File: src/pkg/ssr_pkg.sv
// constants, command codes and state types of the status and error reporting unit
// assumes a single core clock; shared by the top module and its two helpers
package ssr_pkg;

  // event flag register layout
  localparam logic [7:0] SSR_ESR_RESET = 8'h80;
  localparam logic [7:0] SSR_ESR_USED = 8'hb5;
  localparam int SSR_EV_PON = 7;
  localparam int SSR_EV_CMD = 5;
  localparam int SSR_EV_EXE = 4;
  localparam int SSR_EV_QRY = 2;
  localparam int SSR_EV_OPC = 0;

  // status byte layout
  localparam logic [7:0] SSR_STB_USED = 8'h70;
  localparam int SSR_SB_RQS = 6;
  localparam int SSR_SB_ESB = 5;
  localparam int SSR_SB_MAV = 4;

  // reset values of the masks and error registers
  localparam logic [7:0] SSR_MASK_RESET = 8'h00;
  localparam logic [7:0] SSR_ERR_RESET = 8'h00;

  // query error codes
  localparam logic [7:0] SSR_QE_INTERRUPTED = 8'h01;
  localparam logic [7:0] SSR_QE_DEADLOCK = 8'h02;
  localparam logic [7:0] SSR_QE_UNTERMINATED = 8'h03;

  // poll enable byte fields
  localparam logic [2:0] SSR_PPE_KEY = 3'h6;
  localparam int SSR_PPE_KEY_LSB = 4;
  localparam int SSR_PPE_SENSE = 3;

  typedef enum logic [3:0] {
    SSR_OP_ESR_Q,
    SSR_OP_ESE_SET,
    SSR_OP_ESE_Q,
    SSR_OP_SRE_SET,
    SSR_OP_SRE_Q,
    SSR_OP_STB_Q,
    SSR_OP_PRE_SET,
    SSR_OP_PRE_Q,
    SSR_OP_SPOLL
  } ssr_op_t;

  typedef enum logic [1:0] {
    SSR_PP_IDLE,
    SSR_PP_CFG,
    SSR_PP_ARMED
  } ssr_pp_state_t;

endpackage

File: src/pkg/ssr_qerr_if.sv
// query error event pulses passed from the detector to the status core
// assumes both ends run on core_clk
`timescale 1ns/1ps
interface ssr_qerr_if;
  logic unterm;
  logic intr;
  logic dead;
  modport det (output unterm, output intr, output dead);
  modport core (input unterm, input intr, input dead);
endinterface

File: src/logic/ssr_ppoll.sv
// parallel poll configuration and response drive
// assumes configure, enable and poll strobes come from bus logic on core_clk
`timescale 1ns/1ps
module ssr_ppoll
  import ssr_pkg::*;
(
  input wire logic core_clk,
  input wire logic arst_n,
  input wire logic ppc_cmd,
  input wire logic ppe_cmd,
  input wire logic [7:0] ppe_byte,
  input wire logic ppu_cmd,
  input wire logic poll_active,
  input wire logic ist,
  output logic pp_armed,
  output logic [7:0] pp_dio_out,
  output logic [7:0] pp_dio_oe
);
  ssr_pp_state_t state;
  logic sense;
  logic [2:0] line;
  logic ppe_ok;

  // bit 7 is a don't care
  assign ppe_ok = ppe_byte[6:SSR_PPE_KEY_LSB] == SSR_PPE_KEY;

  always_ff @(posedge core_clk or negedge arst_n) begin
    if (!arst_n) begin
      state <= SSR_PP_IDLE;
      sense <= 1'b0;
      line <= 3'h0;
    end else if (ppu_cmd) begin
      state <= SSR_PP_IDLE;
    end else begin
      case (state)
        SSR_PP_IDLE: begin
          if (ppc_cmd) begin
            state <= SSR_PP_CFG;
          end
        end
        SSR_PP_CFG, SSR_PP_ARMED: begin
          if (ppe_cmd && ppe_ok) begin
            state <= SSR_PP_ARMED;
            sense <= ppe_byte[SSR_PPE_SENSE];
            line <= ppe_byte[2:0];
          end else if (ppe_cmd) begin
            state <= SSR_PP_IDLE;
          end
        end
        default: state <= SSR_PP_IDLE;
      endcase
    end
  end

  assign pp_armed = state == SSR_PP_ARMED;

  // lines are passively terminated, so only a true answer drives its line
  always_ff @(posedge core_clk or negedge arst_n) begin
    if (!arst_n) begin
      pp_dio_out <= 8'h00;
      pp_dio_oe <= 8'h00;
    end else if (poll_active && pp_armed && (ist == sense)) begin
      pp_dio_out <= 8'h01 << line;
      pp_dio_oe <= 8'h01 << line;
    end else begin
      pp_dio_out <= 8'h00;
      pp_dio_oe <= 8'h00;
    end
  end

  a_ppe_decode: assert property (@(posedge core_clk) disable iff (!arst_n)
    $rose(pp_armed) |-> $past(ppe_cmd) && $past(ppe_byte[6:4]) == 3'h6)
    else $error("poll armed by a bad enable byte");
endmodule

File: src/logic/ssr_qerr_det.sv
// detects unterminated, interrupted and deadlock query errors
// assumes parser, formatter and queue status arrive on core_clk
`timescale 1ns/1ps
module ssr_qerr_det
  import ssr_pkg::*;
(
  input wire logic core_clk,
  input wire logic arst_n,
  input wire logic talk_addressed,
  input wire logic fmt_idle,
  input wire logic fmt_waiting,
  input wire logic queue_empty,
  input wire logic queue_full,
  input wire logic term_read,
  input wire logic multi_end,
  ssr_qerr_if.det q
);
  logic talk_q;
  logic intr_q;
  logic dead_q;
  logic intr_cond;
  logic dead_cond;

  // edges only, so a lingering condition raises a single error
  assign intr_cond = fmt_waiting && (term_read || multi_end);
  assign dead_cond = fmt_waiting && queue_full;

  always_ff @(posedge core_clk or negedge arst_n) begin
    if (!arst_n) begin
      talk_q <= 1'b0;
      intr_q <= 1'b0;
      dead_q <= 1'b0;
    end else begin
      talk_q <= talk_addressed;
      intr_q <= intr_cond;
      dead_q <= dead_cond;
    end
  end

  always_ff @(posedge core_clk or negedge arst_n) begin
    if (!arst_n) begin
      q.unterm <= 1'b0;
      q.intr <= 1'b0;
      q.dead <= 1'b0;
    end else begin
      q.unterm <= talk_addressed && !talk_q && fmt_idle && queue_empty;
      q.intr <= intr_cond && !intr_q;
      q.dead <= dead_cond && !dead_q;
    end
  end

  a_unterm_cause: assert property (@(posedge core_clk) disable iff (!arst_n)
    q.unterm |-> $past(fmt_idle) && $past(queue_empty) && $past(talk_addressed))
    else $error("unterminated error without its cause");
endmodule

File: src/logic/ssr_status_top.sv
// status and error reporting unit: event flags, masks, status byte, query errors, parallel poll
// assumes commands, parser, formatter and queue status all come from logic on core_clk
//
// Notes on behaviour
// - talk request with idle formatter and empty queue: query error, code 3, parser reset.
// - pending response plus terminator or several end markers: query error, code 1.
// - pending response and queue fills: deadlock, query error, code 2.
// - after interrupted or deadlock, reset formatter, drop output, parser carries on.
// - poll status bit is one when poll mask AND status byte is nonzero.
// - poll enable byte: bit 7 ignored, bits 6..4 are 110, sense bit 3, line 2..0.
// - event summary bit 5 set when an enabled event flag is set.
// - event flag query returns the flags and clears them together.
// - event flag bit 7 set at power on.
// - syntax error sets flag bit 5 and resets the parser.
// - execution failure sets flag bit 4 and records its error number.
// - any query error sets flag bit 2; code 1, 2 or 3.
// - operation-complete command sets flag bit 0.
// - enabled status bit sets status bit 6 and raises service request.
// - status query gives summary in bit 6, serial poll gives requesting-service flag.
// - message available bit set when response ready, cleared after terminator sent.
// - event mask is written by set command and read back by query.
// - service request mask is written by set command and read back by query.
// - poll enable mask is written by set command and read back by query.
`timescale 1ns/1ps
module ssr_status_top
  import ssr_pkg::*;
(
  input wire logic core_clk,
  input wire logic arst_n,
  input wire logic cmd_valid,
  input wire ssr_op_t cmd_op,
  input wire logic [7:0] cmd_data,
  output logic rsp_valid,
  output logic [7:0] rsp_data,
  input wire logic talk_addressed,
  input wire logic fmt_idle,
  input wire logic fmt_waiting,
  input wire logic queue_empty,
  input wire logic queue_full,
  input wire logic term_read,
  input wire logic multi_end,
  input wire logic syntax_error,
  input wire logic exec_error,
  input wire logic [7:0] exec_error_code,
  input wire logic opc_cmd,
  input wire logic response_ready,
  input wire logic terminator_sent,
  input wire logic ppc_cmd,
  input wire logic ppe_cmd,
  input wire logic [7:0] ppe_byte,
  input wire logic ppu_cmd,
  input wire logic poll_active,
  output logic parser_reset,
  output logic formatter_reset,
  output logic [7:0] query_error_code,
  output logic [7:0] exec_error_number,
  output logic service_request,
  output logic ist,
  output logic pp_armed,
  output logic [7:0] pp_dio_out,
  output logic [7:0] pp_dio_oe
);
  ssr_qerr_if qe ();

  logic [7:0] standard_event_flags;
  logic [7:0] standard_event_mask;
  logic [7:0] service_request_mask;
  logic [7:0] poll_enable_mask;
  logic message_available_bit;
  logic service_request_summary_bit;
  logic requesting_service;
  logic event_summary_bit;
  logic [7:0] status_summary_byte;
  logic [7:0] next_flags;
  logic [7:0] flag_sets;
  logic query_error;
  logic flags_read;
  logic spoll_read;
  logic mss_q;

  ssr_qerr_det u_det (
    .core_clk(core_clk),
    .arst_n(arst_n),
    .talk_addressed(talk_addressed),
    .fmt_idle(fmt_idle),
    .fmt_waiting(fmt_waiting),
    .queue_empty(queue_empty),
    .queue_full(queue_full),
    .term_read(term_read),
    .multi_end(multi_end),
    .q(qe.det)
  );

  ssr_ppoll u_pp (
    .core_clk(core_clk),
    .arst_n(arst_n),
    .ppc_cmd(ppc_cmd),
    .ppe_cmd(ppe_cmd),
    .ppe_byte(ppe_byte),
    .ppu_cmd(ppu_cmd),
    .poll_active(poll_active),
    .ist(ist),
    .pp_armed(pp_armed),
    .pp_dio_out(pp_dio_out),
    .pp_dio_oe(pp_dio_oe)
  );

  assign query_error = qe.unterm || qe.intr || qe.dead;
  assign flags_read = cmd_valid && (cmd_op == SSR_OP_ESR_Q);
  assign spoll_read = cmd_valid && (cmd_op == SSR_OP_SPOLL);

  // hardware sets win over the read-clear of the same cycle
  always_comb begin
    flag_sets = 8'h00;
    flag_sets[SSR_EV_CMD] = syntax_error;
    flag_sets[SSR_EV_EXE] = exec_error;
    flag_sets[SSR_EV_QRY] = query_error;
    flag_sets[SSR_EV_OPC] = opc_cmd;
    next_flags = (flags_read ? 8'h00 : standard_event_flags) | flag_sets;
  end

  always_ff @(posedge core_clk or negedge arst_n) begin
    if (!arst_n) begin
      standard_event_flags <= SSR_ESR_RESET;
    end else begin
      standard_event_flags <= next_flags & SSR_ESR_USED;
    end
  end

  // error registers hold the last code until power cycles
  always_ff @(posedge core_clk or negedge arst_n) begin
    if (!arst_n) begin
      query_error_code <= SSR_ERR_RESET;
    end else if (qe.intr) begin
      query_error_code <= SSR_QE_INTERRUPTED;
    end else if (qe.dead) begin
      query_error_code <= SSR_QE_DEADLOCK;
    end else if (qe.unterm) begin
      query_error_code <= SSR_QE_UNTERMINATED;
    end
  end

  always_ff @(posedge core_clk or negedge arst_n) begin
    if (!arst_n) begin
      exec_error_number <= SSR_ERR_RESET;
    end else if (exec_error) begin
      exec_error_number <= exec_error_code;
    end
  end

  always_ff @(posedge core_clk or negedge arst_n) begin
    if (!arst_n) begin
      parser_reset <= 1'b0;
      formatter_reset <= 1'b0;
    end else begin
      parser_reset <= qe.unterm || syntax_error;
      formatter_reset <= qe.intr || qe.dead;
    end
  end

  // masks written by set commands
  always_ff @(posedge core_clk or negedge arst_n) begin
    if (!arst_n) begin
      standard_event_mask <= SSR_MASK_RESET;
      service_request_mask <= SSR_MASK_RESET;
      poll_enable_mask <= SSR_MASK_RESET;
    end else if (cmd_valid) begin
      case (cmd_op)
        SSR_OP_ESE_SET: standard_event_mask <= cmd_data;
        SSR_OP_SRE_SET: service_request_mask <= cmd_data;
        SSR_OP_PRE_SET: poll_enable_mask <= cmd_data;
        default: begin
        end
      endcase
    end
  end

  // a discarded response is no longer available
  always_ff @(posedge core_clk or negedge arst_n) begin
    if (!arst_n) begin
      message_available_bit <= 1'b0;
    end else if (response_ready) begin
      message_available_bit <= 1'b1;
    end else if (terminator_sent || formatter_reset) begin
      message_available_bit <= 1'b0;
    end
  end

  assign event_summary_bit = |(standard_event_flags & standard_event_mask);

  // bit 6 of the mask cannot enable itself
  assign service_request_summary_bit = |({2'b00, event_summary_bit, message_available_bit, 4'h0}
    & service_request_mask & SSR_STB_USED & ~8'h40);

  always_comb begin
    status_summary_byte = 8'h00;
    status_summary_byte[SSR_SB_RQS] = service_request_summary_bit;
    status_summary_byte[SSR_SB_ESB] = event_summary_bit;
    status_summary_byte[SSR_SB_MAV] = message_available_bit;
  end

  // requesting service latches on a new summary and drops after being polled or when the summary clears
  always_ff @(posedge core_clk or negedge arst_n) begin
    if (!arst_n) begin
      mss_q <= 1'b0;
      requesting_service <= 1'b0;
    end else begin
      mss_q <= service_request_summary_bit;
      if (service_request_summary_bit && !mss_q) begin
        requesting_service <= 1'b1;
      end else if (spoll_read || !service_request_summary_bit) begin
        requesting_service <= 1'b0;
      end
    end
  end

  assign service_request = requesting_service;
  assign ist = |(poll_enable_mask & status_summary_byte);

  always_ff @(posedge core_clk or negedge arst_n) begin
    if (!arst_n) begin
      rsp_valid <= 1'b0;
      rsp_data <= 8'h00;
    end else begin
      rsp_valid <= 1'b0;
      rsp_data <= 8'h00;
      if (cmd_valid) begin
        case (cmd_op)
          SSR_OP_ESR_Q: begin
            rsp_valid <= 1'b1;
            rsp_data <= standard_event_flags;
          end
          SSR_OP_ESE_Q: begin
            rsp_valid <= 1'b1;
            rsp_data <= standard_event_mask;
          end
          SSR_OP_SRE_Q: begin
            rsp_valid <= 1'b1;
            rsp_data <= service_request_mask;
          end
          SSR_OP_PRE_Q: begin
            rsp_valid <= 1'b1;
            rsp_data <= poll_enable_mask;
          end
          SSR_OP_STB_Q: begin
            rsp_valid <= 1'b1;
            rsp_data <= status_summary_byte;
          end
          SSR_OP_SPOLL: begin
            rsp_valid <= 1'b1;
            rsp_data <= {1'b0, requesting_service, status_summary_byte[5:0]};
          end
          default: begin
          end
        endcase
      end
    end
  end

  a_unterm_code: assert property (@(posedge core_clk) disable iff (!arst_n)
    qe.unterm && !qe.intr && !qe.dead |=> query_error_code == 8'h03 && standard_event_flags[2])
    else $error("unterminated error not recorded");

  a_intr_code: assert property (@(posedge core_clk) disable iff (!arst_n)
    qe.intr |=> query_error_code == 8'h01 && formatter_reset)
    else $error("interrupted error not recorded");

  a_dead_code: assert property (@(posedge core_clk) disable iff (!arst_n)
    qe.dead && !qe.intr |=> query_error_code == 8'h02)
    else $error("deadlock code not recorded");

  a_fmt_reset: assert property (@(posedge core_clk) disable iff (!arst_n)
    formatter_reset |-> $past(qe.intr) || $past(qe.dead))
    else $error("formatter reset without a query error");

  a_ist_value: assert property (@(posedge core_clk) disable iff (!arst_n)
    ist == (poll_enable_mask[6] && service_request_summary_bit || poll_enable_mask[5] && event_summary_bit
      || poll_enable_mask[4] && message_available_bit))
    else $error("poll status bit disagrees with masked status");

  a_esb_flag: assert property (@(posedge core_clk) disable iff (!arst_n)
    standard_event_flags[0] && standard_event_mask[0] |-> status_summary_byte[5])
    else $error("event summary bit missing");

  a_flags_clear: assert property (@(posedge core_clk) disable iff (!arst_n)
    flags_read && !syntax_error && !exec_error && !query_error && !opc_cmd
    |=> standard_event_flags == 8'h00 && rsp_valid && rsp_data == $past(standard_event_flags))
    else $error("flag query did not return and clear");

  a_syntax_set: assert property (@(posedge core_clk) disable iff (!arst_n)
    syntax_error |=> standard_event_flags[5] && parser_reset)
    else $error("syntax error not flagged");

  a_exec_set: assert property (@(posedge core_clk) disable iff (!arst_n)
    exec_error |=> standard_event_flags[4] && exec_error_number == $past(exec_error_code))
    else $error("execution error not flagged");

  a_opc_set: assert property (@(posedge core_clk) disable iff (!arst_n)
    opc_cmd |=> standard_event_flags[0])
    else $error("operation complete not flagged");

  a_srq_raise: assert property (@(posedge core_clk) disable iff (!arst_n)
    $rose(service_request_summary_bit) |=> service_request)
    else $error("service request not raised");

  a_mav_track: assert property (@(posedge core_clk) disable iff (!arst_n)
    response_ready |=> message_available_bit ##0 status_summary_byte[4])
    else $error("message available not set");

  a_mask_rw: assert property (@(posedge core_clk) disable iff (!arst_n)
    cmd_valid && cmd_op == SSR_OP_SRE_SET ##1 !cmd_valid ##1 cmd_valid && cmd_op == SSR_OP_SRE_Q
    |=> rsp_data == $past(cmd_data, 3))
    else $error("service mask readback wrong");

  a_unused_zero: assert property (@(posedge core_clk) disable iff (!arst_n)
    (standard_event_flags & ~SSR_ESR_USED) == 8'h00 && (status_summary_byte & ~SSR_STB_USED) == 8'h00)
    else $error("unused status bit set");
endmodule

File: config.mk
export PLATFORM = sky130hd
export DESIGN_NAME = ssr_status_top
export DESIGN_NICKNAME = d
export VERILOG_FILES = /design/src/pkg/ssr_pkg.sv /design/src/pkg/ssr_qerr_if.sv /design/src/logic/ssr_ppoll.sv /design/src/logic/ssr_qerr_det.sv /design/src/logic/ssr_status_top.sv
export SDC_FILE = /design/constraint.sdc
export NUM_CORES = 1
export LEC_CHECK = 0
export BUFFER_PORTS_ARGS = -buffer_cell sky130_fd_sc_hd__buf_2
export CORE_ASPECT_RATIO = 0.9
export CORE_MARGIN = 3
export CORE_UTILIZATION = 46
export CTS_CLUSTER_SIZE = 16
export DETAILED_ROUTE_END_ITERATION = 12
export PLACE_DENSITY = 0.75
export REMOVE_ABC_BUFFERS = 1
export SLEW_MARGIN = 20
export SYNTH_ARGS = -nofsm -noshare
export SYNTH_HDL_FRONTEND = slang
export SYNTH_SLANG_ARGS = --single-unit
File: constraint.sdc
create_clock -name core_clk -period 1.8 [get_ports core_clk]
set_clock_uncertainty 0.2 [all_clocks]
set_input_delay 0.09 -clock core_clk [delete_from_list [all_inputs] [get_ports core_clk]]
set_output_delay 0.09 -clock core_clk [all_outputs]
set_load 0.01 [all_outputs]
==> results of run 1 <==
[synth_stat cells (5+ instances only)]
library cell	instances
clkbuf_1	7
dfrtp_1	72
buf_4	14
nand2_1	7
nor2_1	14
a22o_1	9
a22oi_1	5
a211oi_1	9
inv_1	6
mux2_2	36
and2_1	6
a21oi_1	9
nor2b_1	9
[through the flow]
stage	setup TNS (ps)	util, %	total power [mW]
global placement	-725	57.3	2.64
CTS	-1460	68.3	4.07
global route	-3260	69.1	4.30
floorplan	-561	-	2.34
detailed placement	-1160	57.3	2.68
finish	-2190	69.1	4.10
[placed cells by master (no fill, tap or decap), types with 3 or more instances in the layout]
| master | count |
|---|---|
| buf_2 | 83 |
| dfrtp_1 | 72 |
| dlygate4sd3_1 | 48 |
| mux2_2 | 33 |
| buf_4 | 29 |
| nor2_1 | 13 |
| clkbuf_8 | 10 |
| a21oi_1 | 9 |
| nor2b_1 | 9 |
| a211oi_1 | 9 |
| a22o_1 | 9 |
| nand2_1 | 7 |
| and2_1 | 6 |
| conb_1 | 6 |
| a22oi_1 | 4 |
| inv_1 | 4 |
| nand4b_1 | 4 |
| o21ai_0 | 4 |
| mux2i_1 | 4 |
| nor4_1 | 4 |
| a21o_1 | 4 |
| mux2_4 | 3 |
[final timing paths]
path,end,slack [ps],cells after the start
min in group asynchronous,standard_event_mask[7]$_DFFE_PN0P_,110,2
min,rsp_data[6]$_DFF_PN0_,90,3
max,ist,-360,5
max reg2reg,u_pp.pp_dio_out[0]$_DFF_PN0_,-260,4
min reg2reg,u_det.q.dead$_DFF_PN0_,200,1
max in group asynchronous,formatter_reset$_DFF_PN0_,730,3
[per-layer routing]
layer	routed length, um	track usage [%]	part of all wire [%]
met5	0	0	0
met3	583	5.56	7.2
met1	3230	25.9	40
met2	4060	35.8	50
met4	189	9.05	2.3
[report_power, final]
group / switching (mW) / internal [mW] / leakage (nW)
sequential: 0.151 / 1.84 / 0.907
clock: 0.593 / 0.673 / 0.0953
combinational: 0.366 / 0.473 / 1.21
[layout make-up]
cell class,count,share of cell area (%)
clock inverters,5,1.20
inverters,6,0.492
flip-flops and latches,73,39.9
clock buffers,11,3.09
well taps,90,2.46
multi-input cells,158,27.2
repair buffers,164,25.6
[sequential cells by signal, indices dropped and copies added (netlist names), 2 cells and up]
| signal | cells |
|---|---|
| exec_error_number | 8 |
| poll_enable_mask | 8 |
| rsp_data | 8 |
| service_request_mask | 8 |
| standard_event_mask | 8 |
| u_pp.pp_dio_out | 8 |
| standard_event_flags | 5 |
| u_pp.line | 3 |
| query_error_code | 2 |
| u_pp.state | 2 |
[kinds of logic after synthesis]
logic type / count (synthesis)
other cells: 1
mux: 40
buf+inv: 28
simple gates: 58
compound gates: 51
flops: 73
fa+ha+maj: 3
[what timing repair did]
item / in CTS / in global routing
setup buffers: 3 / 4
hold endpoints to repair: 132 / 0
pin swaps: 3 / 5
hold buffers: 48 / 0
cloned: 0 / 0
endpoints found under the setup margin: 12 / 22
resized for setup: 5 / 8
[worst max-delay path, cell delays in order (launching register included)]
cell      delay [ps]
dfrtp_1          400
a222oi_1         430
a21oi_1          170
buf_4            170
or2_4            220
buf_6            120
==> flow_metrics.env, run 1 <==
export IMPL_final_cell_area_sq_um=4580
export IMPL_h_tree_depth=3
export IMPL_power_density_nw_per_um2=895
export IMPL_cts_buffer_depth=2
export IMPL_min_period_ps=2160
export IMPL_violations="negative setup slack"
export IMPL_yosysWarnings=0
export IMPL_synth_area_leaders="dfrtp_1 (57%), mux2_2 (13%), buf_4 (3.3%)"
export IMPL_cts_made_buffers=9
export IMPL_synth_top_family_by_area="multiplexers"
export IMPL_avgRoutedWirePerCell_um=15.9
export IMPL_crit_fanout=2
export IMPL_peakVddDrop_mv=0.706
export IMPL_status="complete, but fails checks"
export IMPL_synth_fa_ha_area_share_pct=1.18
export IMPL_syn_inst=254
export IMPL_synth_area_leader_cell="dfrtp_1"
export IMPL_ys_ff_latch=73
export IMPL_final_max_slew_violation_count=0
export IMPL_die_w_um=93.5
export IMPL_ys_dominant_reg_cell="dfrtp_1"
export IMPL_ys_types=39
export IMPL_ys_async_sr_fraction_pct=100
export IMPL_cts_sinks=73
export IMPL_wl_um=8070
export IMPL_layout_setup_ws_ps=-360
export IMPL_synth_area_per_cell_sq_um=12.5
export IMPL_setup_worst_path_start="standard_event_flags[4]$_DFF_PN0_"
export IMPL_gp_congestion=0.811
export IMPL_ant_nets=0
export IMPL_dieArea_sq_um=7920
export IMPL_seq_area_frac_synth_pct=57.7
export IMPL_worstSetupStartpointType="flip-flop"
export IMPL_antenna_found_initial=0
export IMPL_clkLatencyLatePin_ps=340
export IMPL_grt_usage_pct=21.3
export IMPL_pin_count=93
export IMPL_cp_data_required_time_ps=1510
export IMPL_synth_mux_area_share_pct=14.1
export IMPL_viasPerCell=5.16
export IMPL_synth_compound_area_share_pct=11.6
export IMPL_finalHoldViolCount=0
export IMPL_syn_area_sq_um=3170
export IMPL_crit_type="reg -> out"
export IMPL_yosys_area_share_simple_pct=10.3
export IMPL_maxCapViolations=0
export IMPL_rsz0062_at_grt="true"
export IMPL_cts_tree="yes"
export IMPL_endpoint_kind="primary output"
export IMPL_diodes=0
export IMPL_dr_pass1_iters=6
export IMPL_drive_above_1_share_pct=42.7
export IMPL_hold_start="cmd_op[1]"
export IMPL_preCtsSetupSlack_ps=-159
export IMPL_grt_pass1_vias=2753
export IMPL_dp_hpwl_um=5180
export IMPL_dr_first_iter_drc_count=163
export IMPL_start_util_pct=47.9
export IMPL_regArea_sq_um=1830
export IMPL_hold_slack_ps=91.4
export IMPL_r2r_start="standard_event_flags[4]$_DFF_PN0_"
export IMPL_worstHoldPathType="in -> reg"
export IMPL_slew_headroom_pct=57.0
export IMPL_syn2layout_area_growth_pct=44.5
export IMPL_grt_start_max_net_pins=27
export IMPL_max_freq_mhz=463
export IMPL_synth_xor_area_share_pct=0
export IMPL_placed_cells=436
export IMPL_cts_root_buf="clkbuf_8"
export IMPL_worstMarginPinSlew_ps=645
export IMPL_grt_overflow=0
export IMPL_nFillCells=461
export IMPL_port_buffers=85
export IMPL_final_nets=462
export IMPL_fin_cells=507
export IMPL_finalSetupViolations=9
export IMPL_die_h_um=84.7
export IMPL_core_area_sq_um=6620
export IMPL_synth_edf_count=0
export IMPL_multi_input_area_sq_um=1250
export IMPL_placed_area_sq_um=3790
export IMPL_vias=2618
export IMPL_grt_first_pass_wirelength_um=13200
export IMPL_fin_crit_sh_pct=120
export IMPL_drc_errors=0
export IMPL_p_leak_nw=2.21
export IMPL_worstPathArrival_ps=1870
export IMPL_num_rows=28
export IMPL_clk_pin_slew_ps=80
export IMPL_yosys_area_top_type_share_pct=56.8
No activity file was read; power rests on OpenSTA's default activity.
==> inputs of run 2 (changes only) <==
==> constraint.sdc (replaced) <==
create_clock -name core_clk -period 1.8 [get_ports core_clk]
set_clock_uncertainty 0.2 [all_clocks]
set_input_delay 0.36 -clock core_clk [delete_from_list [all_inputs] [get_ports core_clk]]
set_output_delay 0.36 -clock core_clk [all_outputs]
set_load 0.01 [all_outputs]
==> run 2 against run 1 <==
The run still ends with negative setup slack left. Sequential power barely moved. Register-to-register slack better by 60 ps. First-iteration DRC count decreased by 16%. Critical path depth did not move. Die area did not move. Fmax down 2.9%. Power rose by 4.6%. Clock power up 14%. Largest cell class unchanged. Highest routed layer unchanged.
==> flow_metrics.env, run 2 (same netlist as run 1, synthesis figures left out) <==
export IMPL_finalCoreUtilization_pct=66.1
export IMPL_dieArea_sq_um=7920
export IMPL_nFillCells=492
export IMPL_multi_input_area_sq_um=1320
export IMPL_worstSetupStartpointType="flip-flop"
export IMPL_endpoint_kind="primary output"
export IMPL_fin_cells=480
export IMPL_dr_pass1_iters=4
export IMPL_hold_slack_ps=27.1
export IMPL_num_rows=28
export IMPL_clkLatencyLatePin_ps=350
export IMPL_cts_tree="yes"
export IMPL_grt_overflow=0
export IMPL_diodes=0
export IMPL_h_tree_depth=3
export IMPL_crit_fanout=2
export IMPL_cp_data_required_time_ps=1240
export IMPL_die_w_um=93.5
export IMPL_layout_common_cells="buf_2 (84), dfrtp_1 (72), buf_4 (43)"
export IMPL_worstPathArrival_ps=1660
export IMPL_final_common_cell="buf_2"
export IMPL_status="complete, but fails checks"
export IMPL_power_density_nw_per_um2=980
export IMPL_p_leak_nw=2.13
export IMPL_viasPerCell=5.07
export IMPL_gp_congestion=0.823
export IMPL_fin_crit_sh_pct=124
export IMPL_avgRoutedWirePerCell_um=14.9
export IMPL_core_area_sq_um=6620
export IMPL_port_buffers=85
export IMPL_dr_first_iter_drc_count=137
export IMPL_critPathBufInv=2
export IMPL_cts_made_buffers=9
export IMPL_drc_errors=0
export IMPL_hold_start="ppe_byte[1]"
export IMPL_cts_root_buf="clkbuf_8"
export IMPL_grt_usage_pct=19.0
export IMPL_crit_path_top_delay_cell="dfrtp_1"
export IMPL_grt_first_pass_wirelength_um=11600
export IMPL_cp_slowest_stage_delay_ps=390
export IMPL_crit_type="reg -> out"
export IMPL_violations="negative setup slack"
export IMPL_layout_setup_ws_ps=-424
export IMPL_wl_um=7140
export IMPL_grt_pass1_vias=2418
export IMPL_start_util_pct=47.9
export IMPL_fin_setup_tns_ps=-1990
export IMPL_max_freq_mhz=450
export IMPL_placed_cells=452
export IMPL_worstHoldPathType="in -> reg"
export IMPL_setup_worst_path_start="standard_event_flags[4]$_DFF_PN0_"
export IMPL_finalHoldViolCount=0
export IMPL_ant_nets=0
export IMPL_regArea_sq_um=1830
export IMPL_die_h_um=84.7
export IMPL_grt_start_max_net_pins=29
export IMPL_final_max_slew_violation_count=0
export IMPL_pin_count=93
export IMPL_min_period_ps=2220
export IMPL_peakVddDrop_mv=0.560
export IMPL_vias=2434
export IMPL_syn2layout_area_growth_pct=38.1
export IMPL_path_cells="a222oi_1 -> buf_4 -> a21oi_2 -> or2_4 -> buf_6"
export IMPL_r2r_start="standard_event_flags[4]$_DFF_PN0_"
export IMPL_maxCapViolations=0
export IMPL_rsz0062_at_grt="true"
export IMPL_dp_hpwl_um=5220
export IMPL_antenna_found_initial=0
export IMPL_cp_top_family="compound AO/OA/AOI/OAI gates"
export IMPL_cts_buffer_depth=2
export IMPL_drive_above_1_share_pct=53.1
export IMPL_finalSetupViolations=13
export IMPL_clk_pin_slew_ps=80
export IMPL_cts_sinks=73
export IMPL_final_nets=435
run 2: cell count changes in the layout (fill, tap and decap cells not counted), moves of 2 or more:
cell	previous run	this run
dlygate4sd3_1	48	5
a211oi_2	0	8
a211oi_1	9	1
buf_6	1	3
buf_4	29	43
run 2: metrics by stage:
step                      total power [mW]  setup slack, ps  instance area, sq um
after CTS                             4.25             -457                  4280
after global routing                  4.50             -538                  4380
after floorplan                       2.34             -153                  3050
after global placement                2.68             -141                  3920
final                                 4.29             -424                  4380
after detailed placement              2.71             -187                  3920
run 2: per-layer routing:
layer | GRT usage, % | vias to the layer above | part of all wire, %
met3 | 5.73 | 6 | 8.0
met5 | 0 | - | 0
met4 | 6.39 | 0 | 1.0
met1 | 25.5 | 1165 | 44
li1 | - | 1164 | -
met2 | 29.4 | 99 | 47
run 2: area by class of cell:
class,count,area share [%]
Clock buffer,11,3.46
Clock inverter,5,1.77
Inverter,6,0.515
Multi-Input combinational cell,158,30.1
Sequential cell,73,41.8
Tap cell,90,2.57
Timing Repair Buffer,137,19.8
run 2: power breakdown:
part | internal [mW] | switching (mW)
Sequential | 1.84 | 0.151
Combinational | 0.461 | 0.379
Clock | 0.851 | 0.603
Total | 3.16 | 1.13
run 2: worst min-delay path, cell delays in order:
cell and delay, ps:
buf_2 80, nand2_1 40, o21ai_0 60
run 2: worst paths after layout:
check                                                 endpoint  slack [ps]  cells past startpoint
hold / removal                        u_pp.line[1]$_DFFE_PN0P_          30                      3
max in group asynchronous  standard_event_flags[7]$_DFFE_PN1P_         610                      3
min in group asynchronous         u_pp.pp_dio_out[6]$_DFF_PN0_         240                      2
setup / recovery                                           ist        -420                      5
setup reg to reg                  u_pp.pp_dio_out[5]$_DFF_PN0_        -200                      6
hold reg to reg                         u_det.q.intr$_DFF_PN0_         200                      1
run 2: repair_timing:
| action | CTS | global route |
|---|---|---|
| hold endpoints to repair | 64 | 1 |
| endpoints found under the setup margin | 13 | 18 |
| hold buffers | 4 | 1 |
| resized for setup | 14 | 14 |
| setup buffers | 3 | 4 |
| pin swaps | 13 | 7 |
==> inputs of run 3 (changes only) <==
- CORE_UTILIZATION: 46 -> 51
- PLACE_DENSITY: 0.75 -> 0.79
- clock period: 1.8 -> 2.4 ns (I/O delays scaled with it)
==> run 3 against run 2 <==
The run still ends with negative setup slack left. Worst setup slack better by 420 ps. Global-route usage is 1.4 points higher. Sequential cell count stayed put. Via count is 4.4% lower. Worst hold slack better by 27 ps. Largest cell class unchanged.
==> flow_metrics.env, run 3 (same netlist as run 1, synthesis figures left out) <==
export IMPL_fin_setup_tns_ps=-3.91
export IMPL_drive_above_1_share_pct=44.2
export IMPL_clockPowerShare_pct=29.3
export IMPL_viasPerCell=5.52
export IMPL_status="complete, but fails checks"
export IMPL_worstSetupStartpointType="flip-flop"
export IMPL_violations="negative setup slack"
export IMPL_slew_headroom_pct=56.9
export IMPL_p_leak_nw=1.89
export IMPL_cts_root_buf="clkbuf_8"
export IMPL_fin_crit_sh_pct=100
export IMPL_power_internal_mw=2.06
export IMPL_antenna_found_initial=0
export IMPL_min_path_cells=1
export IMPL_ant_nets=0
export IMPL_vias=2326
export IMPL_syn2layout_area_growth_pct=21.8
export IMPL_final_max_slew_violation_count=0
export IMPL_diodes=0
export IMPL_min_period_ps=2400
export IMPL_pin_count=93
export IMPL_worstHoldPathType="in -> reg"
export IMPL_cts_made_buffers=9
export IMPL_clk_pin_slew_ps=70
export IMPL_wl_um=6630
export IMPL_worstRegToRegCells=6
export IMPL_h_tree_depth=3
export IMPL_placed_area_sq_um=3600
export IMPL_worstMarginPinSlew_ps=643
export IMPL_dp_hpwl_um=4930
export IMPL_cts_tree="yes"
export IMPL_endpoint_kind="primary output"
export IMPL_worstPathArrival_ps=1720
export IMPL_cts_sinks=73
export IMPL_num_rows=26
export IMPL_layout_setup_ws_ps=-3.91
export IMPL_dieArea_sq_um=7200
export IMPL_placed_cells=397
export IMPL_cp_data_required_time_ps=1720
export IMPL_final_nets=396
export IMPL_maxCapViolations=0
export IMPL_final_common_cell="buf_2"
export IMPL_grt_overflow=0
export IMPL_rsz0062_at_grt="true"
export IMPL_p_switching_uw=781
export IMPL_grt_start_max_net_pins=48
export IMPL_p_seq_share_pct=52.5
export IMPL_avgRoutedWirePerCell_um=15.7
export IMPL_finalHoldViolCount=0
export IMPL_power_share_combinational_pct=18.2
export IMPL_peakVddDrop_mv=0.546
export IMPL_dr_pass1_iters=4
export IMPL_layout_common_cells="buf_2 (84), dfrtp_1 (72), mux2_2 (36)"
export IMPL_die_w_um=89.1
export IMPL_crit_type="reg -> out"
export IMPL_drc_errors=0
export IMPL_core_area_sq_um=5860
export IMPL_power_density_nw_per_um2=735
export IMPL_fin_cells=421
export IMPL_cts_buffer_depth=2
export IMPL_start_util_pct=54.1
export IMPL_die_h_um=80.8
export IMPL_swShare_pct=27.5
export IMPL_port_buffers=85
export IMPL_grt_first_pass_wirelength_um=11100
export IMPL_finalCoreUtilization_pct=65.9
export IMPL_gp_congestion=0.834
export IMPL_clkLatencyLatePin_ps=340
export IMPL_grt_pass1_vias=2307
export IMPL_dr_first_iter_drc_count=185
export IMPL_finalSetupViolations=1
export IMPL_final_cell_area_sq_um=3860
export IMPL_hold_slack_ps=54.3
export IMPL_max_freq_mhz=416
export IMPL_grt_usage_pct=20.3
export IMPL_crit_fanout=2
==> run 3: per-layer routing <==
layer  vias up  track usage, %  wire (um)
met3        13            6.39        493
met2        91            32.3       3270
met1      1124            26.4       2750
met5         -               0          0
met4         0            7.14        110
li1       1098               -          -
==> run 3: power by group through the flow <==
stage          Sequential (mW)  Combinational (mW)  Clock [mW]
6_report                  1.49               0.516       0.831
5_1_grt                   1.51               0.575       0.915
4_1_cts                   1.49               0.488       0.858
3_5_place_dp              1.51               0.449           0
3_3_place_gp              1.50               0.431           0
2_1_floorplan             1.49               0.264           0
==> run 3: final timing paths <==
path / start / to / slack, ps
max in group asynchronous: arst_n / u_det.q.unterm$_DFF_PN0_ / 1030
worst max-delay path: standard_event_flags[4]$_DFF_PN0_ / ist / -4
worst min-delay path: talk_addressed / u_det.talk_q$_DFF_PN0_ / 50
min in group asynchronous: arst_n / u_pp.pp_dio_out[0]$_DFF_PN0_ / 480
worst min register to register: u_det.dead_q$_DFF_PN0_ / u_det.q.dead$_DFF_PN0_ / 200
worst max register to register: standard_event_flags[4]$_DFF_PN0_ / u_pp.pp_dio_out[0]$_DFF_PN0_ / 170
==> run 3: what timing repair did <==
action,in CTS,in global routing
setup buffers,6,1
pin swaps,2,3
endpoints found under the hold margin,26,0
hold buffers,1,0
cloned,0,0
gates resized for setup,1,4
setup endpoints to repair,1,4
==> run 3: layout make-up <==
cell class | count | area (sq um)
Fill cell | 450 | 2000
Sequential cell | 73 | 1830
Multi-Input combinational cell | 158 | 1220
Timing Repair Buffer | 98 | 532
Clock buffer | 11 | 141
Tap cell | 70 | 87.6
Clock inverter | 5 | 31.3
Inverter | 6 | 22.5
==> run 3: worst max-delay path: stages, from the launching register on <==
cell and delay (ps):
dfrtp_1 400, a222oi_1 460, a21oi_2 130, or2_4 270, buf_6 120
==> run 3: per-stage QoR <==
step,worst slack (ps),total power [mW]
global placement,291,1.93
finish,-3.91,2.84
detailed placement,281,1.96
CTS,51.6,2.83
global route,-92.3,3.00
floorplan,447,1.76
